### src/efff_consts.svh
// Named constants for the Ethernet transmit framer
`ifndef EFFF_CONSTS_SVH
`define EFFF_CONSTS_SVH
`define EFFF_PRE_BYTE 8'h55
`define EFFF_SFD_BYTE 8'hd5
`define EFFF_TAG_HI 8'h81
`define EFFF_TAG_LO 8'h00
`define EFFF_PAD_BYTE 8'h00
`define EFFF_IDLE_BYTE 8'h00
`define EFFF_TYPE_MIN 16'h0600
`define EFFF_PRE_LAST 5'h06
`define EFFF_SA_BASE 5'h06
`define EFFF_TAG_BASE 5'h0c
`define EFFF_HDR_LAST0 5'h0d
`define EFFF_FCS_LAST 5'h03
`define EFFF_MIN_LEN 14'h003c
`define EFFF_MIN_TOTAL 14'h0040
`define EFFF_MAX_UNTAG 14'h05ee
`define EFFF_MAX_TAG 14'h05f2
`define EFFF_CRC_POLY 32'hedb88320
`define EFFF_CRC_INIT 32'hffffffff
`endif

### src/efff_pkg.sv
// Types shared by the Ethernet transmit framer
package efff_pkg;

    typedef enum logic [2:0]
    {
        EFFF_IDLE = 3'b000,
        EFFF_PRE = 3'b001,
        EFFF_SFD = 3'b010,
        EFFF_HDR = 3'b011,
        EFFF_PAY = 3'b100,
        EFFF_PAD = 3'b101,
        EFFF_FCS = 3'b110
    } efff_state_e;

    typedef struct packed
    {
        efff_state_e st;
        logic [4:0] cnt;
        logic [47:0] dest;
        logic [47:0] src;
        logic [1:0] ntag;
        logic [15:0] vinfo0;
        logic [15:0] vinfo1;
        logic [15:0] lt;
        logic is_type;
        logic [13:0] flen;
        logic [13:0] pcnt;
        logic [31:0] crc;
        logic bad;
        logic [7:0] txd;
        logic tx_en;
        logic tx_er;
        logic start_ready;
        logic pay_ready;
        logic done;
        logic err_long;
        logic err_len;
    } efff_state_s;

endpackage : efff_pkg

### src/efff_crc32.sv
// One-byte step of the reflected frame check sequence
`timescale 1ns/1ps
`include "efff_consts.svh"
module efff_crc32
(
    input wire logic [31:0] crc_in,
    input wire logic [7:0] data,
    output logic [31:0] crc_out
);

    always_comb
    begin
        crc_out = crc_in ^ {24'h000000, data};
        for (int i = 0; i < 8; i++)
        begin
            crc_out = crc_out[0] ? ((crc_out >> 1) ^ `EFFF_CRC_POLY) : (crc_out >> 1);
        end
    end

endmodule : efff_crc32

### src/efff_framer.sv
// Ethernet transmit framer toward the media-independent interface
`timescale 1ns/1ps
`include "efff_consts.svh"
module efff_framer
(
    input wire logic clk_sys,
    input wire logic rst,
    input wire logic start,
    input wire logic [47:0] dest_addr,
    input wire logic [47:0] src_addr,
    input wire logic [1:0] tag_cnt,
    input wire logic [15:0] vlan_info0,
    input wire logic [15:0] vlan_info1,
    input wire logic [15:0] len_type,
    input wire logic pay_valid,
    input wire logic [7:0] pay_data,
    input wire logic pay_last,
    output logic start_ready,
    output logic pay_ready,
    output logic [7:0] gmii_txd,
    output logic gmii_tx_en,
    output logic gmii_tx_er,
    output logic frame_done,
    output logic err_too_long,
    output logic err_len_mismatch,
    output logic len_is_type
);
    import efff_pkg::*;

    efff_state_s r;
    efff_state_s n;
    logic [31:0] crc_out;
    logic [4:0] hdr_last;

    // Header byte at a given index of the frame proper
    function automatic logic [7:0] efff_hdr_byte(input efff_state_s s, input logic [4:0] idx);
        logic [4:0] t;
        logic [4:0] tb;
        logic [15:0] v;
        t = idx - `EFFF_TAG_BASE;
        tb = {1'b0, s.ntag, 2'b00};
        v = t[2] ? s.vinfo1 : s.vinfo0;
        if (idx < `EFFF_SA_BASE)
        begin
            efff_hdr_byte = s.dest[{idx[2:0], 3'b000} +: 8];
        end
        else if (idx < `EFFF_TAG_BASE)
        begin
            t = idx - `EFFF_SA_BASE;
            efff_hdr_byte = s.src[{t[2:0], 3'b000} +: 8];
        end
        else if (t < tb)
        begin
            unique case (t[1:0])
                2'b00: efff_hdr_byte = `EFFF_TAG_HI;
                2'b01: efff_hdr_byte = `EFFF_TAG_LO;
                2'b10: efff_hdr_byte = v[15:8];
                2'b11: efff_hdr_byte = v[7:0];
            endcase
        end
        else
        begin
            efff_hdr_byte = (t == tb) ? s.lt[15:8] : s.lt[7:0];
        end
    endfunction : efff_hdr_byte

    efff_crc32 i_efff_crc32
    (
        .crc_in(r.crc),
        .data(r.txd),
        .crc_out(crc_out)
    );

    assign hdr_last = `EFFF_HDR_LAST0 + {1'b0, r.ntag, 2'b00};

    always_comb
    begin
        n = r;
        n.done = 1'b0;
        n.err_long = 1'b0;
        n.err_len = 1'b0;
        n.start_ready = 1'b0;
        n.pay_ready = 1'b0;
        unique case (r.st)
            EFFF_IDLE:
            begin
                n.tx_en = 1'b0;
                n.txd = `EFFF_IDLE_BYTE;
                n.start_ready = 1'b1;
                if (r.start_ready && start)
                begin
                    n.start_ready = 1'b0;
                    n.dest = dest_addr;
                    n.src = src_addr;
                    n.ntag = (tag_cnt == 2'b11) ? 2'b10 : tag_cnt;
                    n.vinfo0 = vlan_info0;
                    n.vinfo1 = vlan_info1;
                    n.lt = len_type;
                    n.is_type = (len_type >= `EFFF_TYPE_MIN);
                    n.flen = '0;
                    n.pcnt = '0;
                    n.crc = `EFFF_CRC_INIT;
                    n.bad = 1'b0;
                    n.st = EFFF_PRE;
                    n.cnt = '0;
                    n.txd = `EFFF_PRE_BYTE;
                    n.tx_en = 1'b1;
                end
            end
            EFFF_PRE:
            begin
                if (r.cnt == `EFFF_PRE_LAST)
                begin
                    n.st = EFFF_SFD;
                    n.txd = `EFFF_SFD_BYTE;
                end
                else
                begin
                    n.cnt = r.cnt + 5'h01;
                    n.txd = `EFFF_PRE_BYTE;
                end
            end
            EFFF_SFD:
            begin
                n.st = EFFF_HDR;
                n.cnt = '0;
                n.txd = efff_hdr_byte(r, 5'h00);
                n.flen = 14'h0001;
            end
            EFFF_HDR:
            begin
                if (!r.pay_ready)
                begin
                    n.cnt = r.cnt + 5'h01;
                    n.txd = efff_hdr_byte(r, n.cnt);
                    n.flen = r.flen + 14'h0001;
                    n.pay_ready = (n.cnt == hdr_last);
                end
            end
            EFFF_PAY:
            begin
                if (!r.pay_ready)
                begin
                    n.flen = r.flen + 14'h0001;
                    if (r.flen < `EFFF_MIN_LEN)
                    begin
                        n.st = EFFF_PAD;
                        n.txd = `EFFF_PAD_BYTE;
                    end
                    else
                    begin
                        n.st = EFFF_FCS;
                        n.cnt = '0;
                        n.txd = ~crc_out[7:0];
                    end
                end
            end
            EFFF_PAD:
            begin
                n.flen = r.flen + 14'h0001;
                if (r.flen < `EFFF_MIN_LEN)
                begin
                    n.txd = `EFFF_PAD_BYTE;
                end
                else
                begin
                    n.st = EFFF_FCS;
                    n.cnt = '0;
                    n.txd = ~crc_out[7:0];
                end
            end
            EFFF_FCS:
            begin
                if (r.cnt == `EFFF_FCS_LAST)
                begin
                    // Line goes idle right after the check sequence
                    n.st = EFFF_IDLE;
                    n.tx_en = 1'b0;
                    n.txd = `EFFF_IDLE_BYTE;
                    n.done = 1'b1;
                    n.err_long = r.flen > ((r.ntag != 2'b00) ? `EFFF_MAX_TAG
                        : `EFFF_MAX_UNTAG);
                    n.err_len = !r.is_type && ({2'b00, r.pcnt} != r.lt);
                end
                else
                begin
                    n.cnt = r.cnt + 5'h01;
                    n.txd = ~r.crc[{n.cnt[1:0], 3'b000} +: 8];
                    n.flen = r.flen + 14'h0001;
                end
            end
            default:
            begin
                n.st = EFFF_IDLE;
                n.tx_en = 1'b0;
            end
        endcase
        // Payload slot: an underrun ends the payload and poisons the frame
        if (r.pay_ready)
        begin
            n.st = EFFF_PAY;
            n.flen = r.flen + 14'h0001;
            if (pay_valid)
            begin
                n.txd = pay_data;
                n.pcnt = r.pcnt + 14'h0001;
                n.pay_ready = !pay_last;
            end
            else
            begin
                n.txd = `EFFF_PAD_BYTE;
                n.bad = 1'b1;
            end
        end
        if ((r.st == EFFF_HDR) || (r.st == EFFF_PAY) || (r.st == EFFF_PAD))
        begin
            n.crc = crc_out;
        end
        n.tx_er = n.tx_en && n.bad;
    end

    always_ff @(posedge clk_sys)
    begin
        if (rst)
        begin
            r <= '0;
        end
        else
        begin
            r <= n;
        end
    end

    assign start_ready = r.start_ready;
    assign pay_ready = r.pay_ready;
    assign gmii_txd = r.txd;
    assign gmii_tx_en = r.tx_en;
    assign gmii_tx_er = r.tx_er;
    assign frame_done = r.done;
    assign err_too_long = r.err_long;
    assign err_len_mismatch = r.err_len;
    assign len_is_type = r.is_type;
endmodule : efff_framer

### config.mk
export PLATFORM = sky130hd
export DESIGN_NAME = efff_framer
export DESIGN_NICKNAME = d
export VERILOG_FILES = /design/src/efff_pkg.sv /design/src/efff_crc32.sv /design/src/efff_framer.sv
export VERILOG_INCLUDE_DIRS = /design/src
export SDC_FILE = /design/constraint.sdc
export NUM_CORES = 1
export LEC_CHECK = 0
export ABC_CLOCK_PERIOD_IN_PS = 3900
export BUFFER_PORTS_ARGS = -buffer_cell sky130_fd_sc_hd__buf_2
export CAP_MARGIN = 0
export CELL_PAD_IN_SITES_DETAIL_PLACEMENT = 1
export CELL_PAD_IN_SITES_GLOBAL_PLACEMENT = 1
export CORE_ASPECT_RATIO = 1.2
export CORE_MARGIN = 2
export CORE_UTILIZATION = 43
export CTS_CLUSTER_DIAMETER = 150
export DETAILED_ROUTE_END_ITERATION = 16
export PLACE_DENSITY = 0.8
export SETUP_SLACK_MARGIN = 0.3
export SLEW_MARGIN = 20
export SYNTH_ARGS = -nofsm -noshare
export SYNTH_HDL_FRONTEND = slang
export SYNTH_HIERARCHICAL = 1
export SYNTH_SLANG_ARGS = --single-unit
### constraint.sdc
create_clock -name clk_sys -period 3.9 [get_ports clk_sys]
set_input_delay 0.195 -clock clk_sys [delete_from_list [all_inputs] [get_ports clk_sys]]
set_output_delay 0.195 -clock clk_sys [all_outputs]
set_load 0.02 [all_outputs]
==> results of run 1 <==
-- per-layer routing --
| layer | global-route usage | up-vias | share of wire |
|---|---|---|---|
| li1 | - | 5468 | - |
| met1 | 0.3600 | 5842 | 0.38 |
| met2 | 0.5657 | 471 | 0.52 |
| met3 | 0.04041 | 121 | 0.053 |
| met4 | 0.1344 | 0 | 0.043 |
| met5 | 0 | - | 0 |
-- synthesized netlist by cell type, drive strengths merged (6+ instances only) --
| master | n |
|---|---|
| nand2 | 330 |
| nor2 | 87 |
| a31oi | 9 |
| nor4 | 9 |
| o21ai | 24 |
| inv | 25 |
| xnor3 | 16 |
| nor2b | 7 |
| nor3 | 31 |
| clkbuf | 78 |
| a21oi | 179 |
| ha | 17 |
| and3 | 8 |
| a211oi | 8 |
| a221oi | 13 |
| nand4 | 11 |
| nand3 | 31 |
| o22ai | 42 |
| xnor2 | 63 |
| buf | 29 |
| a311oi | 6 |
| mux2 | 25 |
| a2111oi | 7 |
| dfxtp | 231 |
| mux4 | 14 |
| xor2 | 15 |
| mux2i | 23 |
| a22oi | 10 |
-- logic make-up (layout without fill, tap and decap cells) --
family | after synthesis | in the layout
adders and majority gates | 17 | 17
muxes | 62 | 62
other | 0 | 5
DFF | 231 | 231
AOI/OAI and AO/OA | 339 | 339
and+or+nand+nor | 542 | 542
buffers and inverters | 132 | 402
xor gates and xnor gates | 98 | 98
-- flip-flops by register name (all words and copies together) (netlist names) --
name,count
pay_ready,1
frame_done,1
gmii_tx_er,1
gmii_txd,8
r,215
gmii_tx_en,1
err_len_mismatch,1
start_ready,1
err_too_long,1
len_is_type,1
-- report_power, final --
part | total [W] | internal [W] | switching, W
registers | 0.00267 | 0.00251 | 0.000157
clock network | 0.00254 | 0.00153 | 0.00101
logic | 0.00157 | 0.000771 | 0.000801
-- layout make-up --
type,instances,area [sq um]
well taps,340,425.4
repair buffers,334,2454
diodes,5,12.51
inverters,25,93.84
flip-flops and latches,231,4628
fillers,3166,11940
clock buffers,35,745.7
clock inverters,8,123.9
multi-input cells,1058,6741
-- metrics by stage --
stage	area, sq um	hold WS (ns)	total power, W	setup WS (ns)
3_3_place_gp	12890	0.4406	0.004053	0.6887
2_1_floorplan	11920	0.3310	0.003701	0.6926
5_1_grt	15220	0.01842	0.007027	0.4371
3_5_place_dp	12890	0.4431	0.004099	0.5675
6_report	15220	0.02488	0.006778	0.6003
4_1_cts	15210	0.007997	0.006726	0.5256
-- worst register-to-register path, stage by stage, from the launching register on --
cell,delay (ns)
dfxtp_4,0.50
inv_1,0.23
ha_1,0.37
ha_1,0.53
and2_1,0.31
a22oi_1,0.12
o21ai_0,0.23
nor3_1,0.13
or4_1,0.57
a211oi_2,0.24
-- worst paths after layout --
path	depth (start not counted)	slack, ns	startpoint	to
worst min register to register	2	0.46	r[123]	r[123]
worst max register to register	9	0.60	r[223]	gmii_txd[5]
worst max-delay path	9	0.60	r[223]	gmii_txd[5]
worst min-delay path	3	0.02	dest_addr[10]	r[185]
-- repair_timing --
item                                    4_1_cts  5_1_grt
gates resized for setup                       0        1
endpoints found under the setup margin        0        1
endpoints found under the hold margin       145        0
hold buffers                                145        0
==> flow_metrics.py, run 1 <==
metrics = {
    "clock_tree": {
        "clock_latency_ns": 0.54,
        "numCtsBuffers": 26,
        "cts_htree_levels": 1,
        "clockRootBuffer": "clkbuf_16",
        "cts_sinks": 231,
        "clkTransAtPathRegs_ns": 0.06,
        "cts_setup_buffers": 0,
        "cts_tree": "done",
        "cts_max_path_buffers": 3,
    },
    "global_route": {
        "grt_antenna_before_repair": 5,
        "grt_pass1_wl_um": 71270,
        "gr-total-overflow": 0,
        "grt_pass1_vias": 12600,
        "grt.total_usage": 0.3101,
        "grt_start_max_net_pins": 98,
    },
    "timing": {
        "worst_pin_slew_ns": 1.014,
        "fin_skew_ns": 0.01972,
        "finalSetupViolCount": 0,
        "final_hold_viol_count": 0,
        "fmax_mhz": 303.1,
        "max_slew_margin": 0.3242,
        "setup_tns_ns": 0,
        "slew_viol_final": 0,
        "min_period_ns": 3.300,
        "rsz0062_at_grt": "no",
        "timing.final.crit_share": 0.8461,
    },
    "floorplan": {
        "rows": 66,
        "dieHeight_um": 186.4,
        "start_util": 0.4389,
        "die_area_sq_mm": 0.02908,
        "core_sq_mm": 0.02717,
        "io_pins": 175,
        "die_width_um": 156.0,
    },
    "finish": {
        "final_nets": 1852,
        "stdcell_count": 2036,
        "final_core_util": 0.5604,
        "final_common_cell": "nand2_1",
        "area_growth_pct": 27.68,
        "drive_above_1_share": 0.1810,
        "layout_common_cells": "nand2_1, dfxtp_1, a21oi_1, buf_2, dlygate4sd3_1",
    },
    "detailed_routing": {
        "drt_first_pass_iters": 5,
        "route.detailed.drc": 0,
        "routed_via_density": 5.846,
        "antenna_left": 0,
        "wl_um": 46110,
        "wl_per_cell_um": 22.65,
        "drt_iter0_markers": 735,
        "routed-via-count": 11900,
    },
    "yosys": {
        "synth_compound_area_frac": 0.1740,
        "async_flop_share": 0,
        "synth_seq_area_share": 0.3878,
        "syn_nets": 1597,
        "muxShareOfSynthArea": 0.06936,
        "ys_top_cells_by_area": "dfxtp_1, nand2_1, a21oi_1",
        "synth-simple-area-share": 0.1954,
        "synth_flop_cell": "dfxtp_1",
        "synth-edff-count": 0,
        "synth_warnings": 6,
        "syn_inst": 1421,
        "synth_top_area_share": 0.3878,
        "synth.cell_area_sq_mm": 0.01192,
        "avgSynthCellArea_sq_um": 8.391,
        "yosys.area.top_type": "dfxtp_1",
        "ys_types": 77,
        "synth_xor_area_frac": 0.1073,
        "synthAdderAreaFrac": 0.01784,
        "synth_top_family_by_area": "simple AND/OR/NAND/NOR gates",
        "yosys_register_bits": 231,
    },
    "hold_path": {
        "hold_path_class": "input port to flip-flop",
    },
    "power_and_ir_drop": {
        "vdd.ir_drop.worst_mv": 0.2565,
        "power_density_mw_per_mm2": 445.2,
        "leakagePower_nw": 5.830,
    },
    "status": {
        "status": "complete, no violations",
    },
    "place": {
        "io_buffer_count": 174,
        "placedCellCount": 1843,
        "dp_hpwl_um": 28120,
        "gp_congestion": 0.9267,
    },
    "worst_setup_path": {
        "end_kind": "flip-flop",
        "critPathTopFamily": "simple AND/OR/NAND/NOR gates",
        "crit_chain": "inv_1 -> ha_1 -> ha_1 -> and2_1 -> a22oi_1 -> o21ai_0 -> nor3_1 -> or4_1 -> a211oi_2",
        "crit_slowest_cell": "or4_1",
        "cpPeakStageDelay_ns": 0.57,
        "critical_path_arrival_ns": 3.75,
        "criticalPathCategory": "flip-flop to flip-flop",
        "cp.required_ns": 4.36,
        "startpoint_type": "flip-flop",
        "cpMostUsedCell": "ha_1",
        "crit_buf_inv": 1,
        "worst-path-max-fanout": 16,
    },
    "run": {
        "cap_violations": 0,
    },
}
Note: power is estimated with default switching activity, not from simulation.
==> run 2, diff against run 1 <==
- ABC_CLOCK_PERIOD_IN_PS: 3900 -> 3350
- clock period: 3.9 -> 3.35 ns (I/O delays scaled with it)
==> flow_metrics.py, run 2 (synthesis results as in run 1) <==
metrics = {
    "worst_setup_path": {
        "worst-path-max-fanout": 6,
        "crit_chain": "buf_4 -> xnor2_4 -> inv_2 -> ha_1 -> ha_1 -> nand2b_1 -> nand3_1 -> a221oi_1 -> a2111oi_1 -> buf_4 -> a211o_1 -> o2bb2ai_1",
        "end_kind": "flip-flop",
        "startpoint_type": "flip-flop",
        "criticalPathCategory": "flip-flop to flip-flop",
        "crit_slowest_cell": "dfxtp_1",
        "cp.required_ns": 3.77,
        "cpPeakStageDelay_ns": 0.46,
        "critPathTopFamily": "compound AO/OA/AOI/OAI gates",
        "critical_path_arrival_ns": 3.37,
        "crit_buf_inv": 3,
    },
    "clock_tree": {
        "cts_tree": "done",
        "clockRootBuffer": "clkbuf_16",
        "numCtsBuffers": 26,
        "clock_latency_ns": 0.55,
        "cts_max_path_buffers": 3,
        "cts_sinks": 231,
        "cts_setup_buffers": 0,
        "cts_htree_levels": 1,
        "clkTransAtPathRegs_ns": 0.07,
    },
    "power_and_ir_drop": {
        "power_density_mw_per_mm2": 525.4,
        "vdd.ir_drop.worst_mv": 0.3986,
        "leakagePower_nw": 5.946,
    },
    "timing": {
        "slew_viol_final": 0,
        "rsz0062_at_grt": "yes",
        "timing.final.crit_share": 0.8831,
        "fin_skew_ns": 0.02454,
        "fmax_mhz": 338.0,
        "final_hold_viol_count": 0,
        "min_period_ns": 2.958,
        "setup_tns_ns": 0,
        "fin_ws_ns": 0.3915,
        "finalSetupViolCount": 0,
        "max_slew_margin": 0.4954,
        "worst_pin_slew_ns": 0.7515,
    },
    "floorplan": {
        "core_sq_mm": 0.02717,
        "rows": 66,
        "io_pins": 175,
        "die_width_um": 156.0,
        "start_util": 0.4389,
        "dieHeight_um": 186.4,
        "die_area_sq_mm": 0.02908,
    },
    "global_route": {
        "grt_pass1_vias": 12750,
        "grt_antenna_before_repair": 6,
        "grt_pass1_wl_um": 71390,
        "grt_start_max_net_pins": 150,
        "gr-total-overflow": 0,
        "grt.total_usage": 0.3108,
    },
    "place": {
        "gp_congestion": 0.9225,
        "dp_hpwl_um": 27860,
        "pre_cts_ws_ns": 0.3352,
        "dpl_cell_area_sq_mm": 0.01301,
        "io_buffer_count": 174,
        "placedCellCount": 1858,
    },
    "finish": {
        "drive_above_1_share": 0.1916,
        "final_core_util": 0.5704,
        "layout_common_cells": "nand2_1, dfxtp_1, a21oi_1, buf_2, dlygate4sd3_1",
        "regMostFlops": "r",
        "final_common_cell": "nand2_1",
        "area_growth_pct": 29.96,
        "stdcell_area_sq_mm": 0.01550,
        "largest_reg_flops": 215,
        "stdcell_count": 2058,
        "final_nets": 1870,
    },
    "run": {
        "cap_violations": 0,
    },
    "detailed_routing": {
        "routed_via_density": 5.748,
        "routed-via-count": 11830,
        "drt_iter0_markers": 773,
        "drt_first_pass_iters": 5,
        "route.detailed.drc": 0,
        "wl_per_cell_um": 22.23,
        "antenna_left": 0,
        "wl_um": 45750,
    },
    "status": {
        "status": "complete, no violations",
    },
    "hold_path": {
        "hold_path_class": "input port to flip-flop",
    },
}
run 2: cell types whose count changed in the layout (fill, tap and decap cells not counted), sizes merged:
cell         delta
buf            +15
bufinv          +3
dlygate4sd3     +3
clkinv          -1
clkinvlp        +1
diode           +1
run 2: per-layer routing:
metal	wire (um)	up-vias	part of all wire	GRT usage
li1	-	5517	-	-
met1	18170	5766	0.40	0.3652
met2	23060	411	0.50	0.5516
met3	2245	136	0.049	0.04621
met4	2263	0	0.049	0.1475
met5	0	-	0	0
run 2: through the flow:
| step | hold WS, ns | power (W) |
|---|---|---|
| 2_1_floorplan | 0.3035 | 0.004310 |
| 3_3_place_gp | 0.4161 | 0.004735 |
| 3_5_place_dp | 0.4172 | 0.004783 |
| 4_1_cts | 0.02710 | 0.008084 |
| 5_1_grt | 0.03587 | 0.008457 |
| 6_report | 0.04743 | 0.008142 |
run 2: what timing repair did:
action                                  4_1_cts  5_1_grt
gates resized for setup                       0       12
hold buffers                                148        0
endpoints found under the setup margin        0        8
endpoints found under the hold margin       148        0
run 2: worst register-to-register path, stage by stage (launching register included):
cell       delay [ns]
dfxtp_1          0.46
buf_4            0.21
xnor2_4          0.13
inv_2            0.09
ha_1             0.30
ha_1             0.30
nand2b_1         0.15
nand3_1          0.21
a221oi_1         0.32
a2111oi_1        0.11
buf_4            0.16
a211o_1          0.28
o2bb2ai_1        0.12
run 2: worst paths after layout:
path                             startpoint           to  slack, ns  depth (start not counted)
worst max-delay path                 r[225]  gmii_txd[0]       0.39                         12
worst min-delay path            pay_data[5]  gmii_txd[5]       0.05                          3
worst max register to register       r[225]  gmii_txd[0]       0.39                         12
worst min register to register       r[169]       r[169]       0.46                          2
run 2: area by class of cell:
class / instances / area (sq um)
inverters: 25 / 93.84
fillers: 3171 / 11670
repair buffers: 352 / 2600
diodes: 6 / 15.01
multi-input cells: 1058 / 6787
clock buffers: 35 / 735.7
clock inverters: 11 / 212.7
well taps: 340 / 425.4
flip-flops and latches: 231 / 4627
run 2: power by group:
group	internal [W]	switching, W	total [W]	leakage, nW
clock network	0.00200	0.00121	0.00321	0.453
registers	0.00292	0.000175	0.00310	1.88
logic	0.000916	0.000916	0.00183	3.61
total	0.00584	0.00231	0.00814	5.95
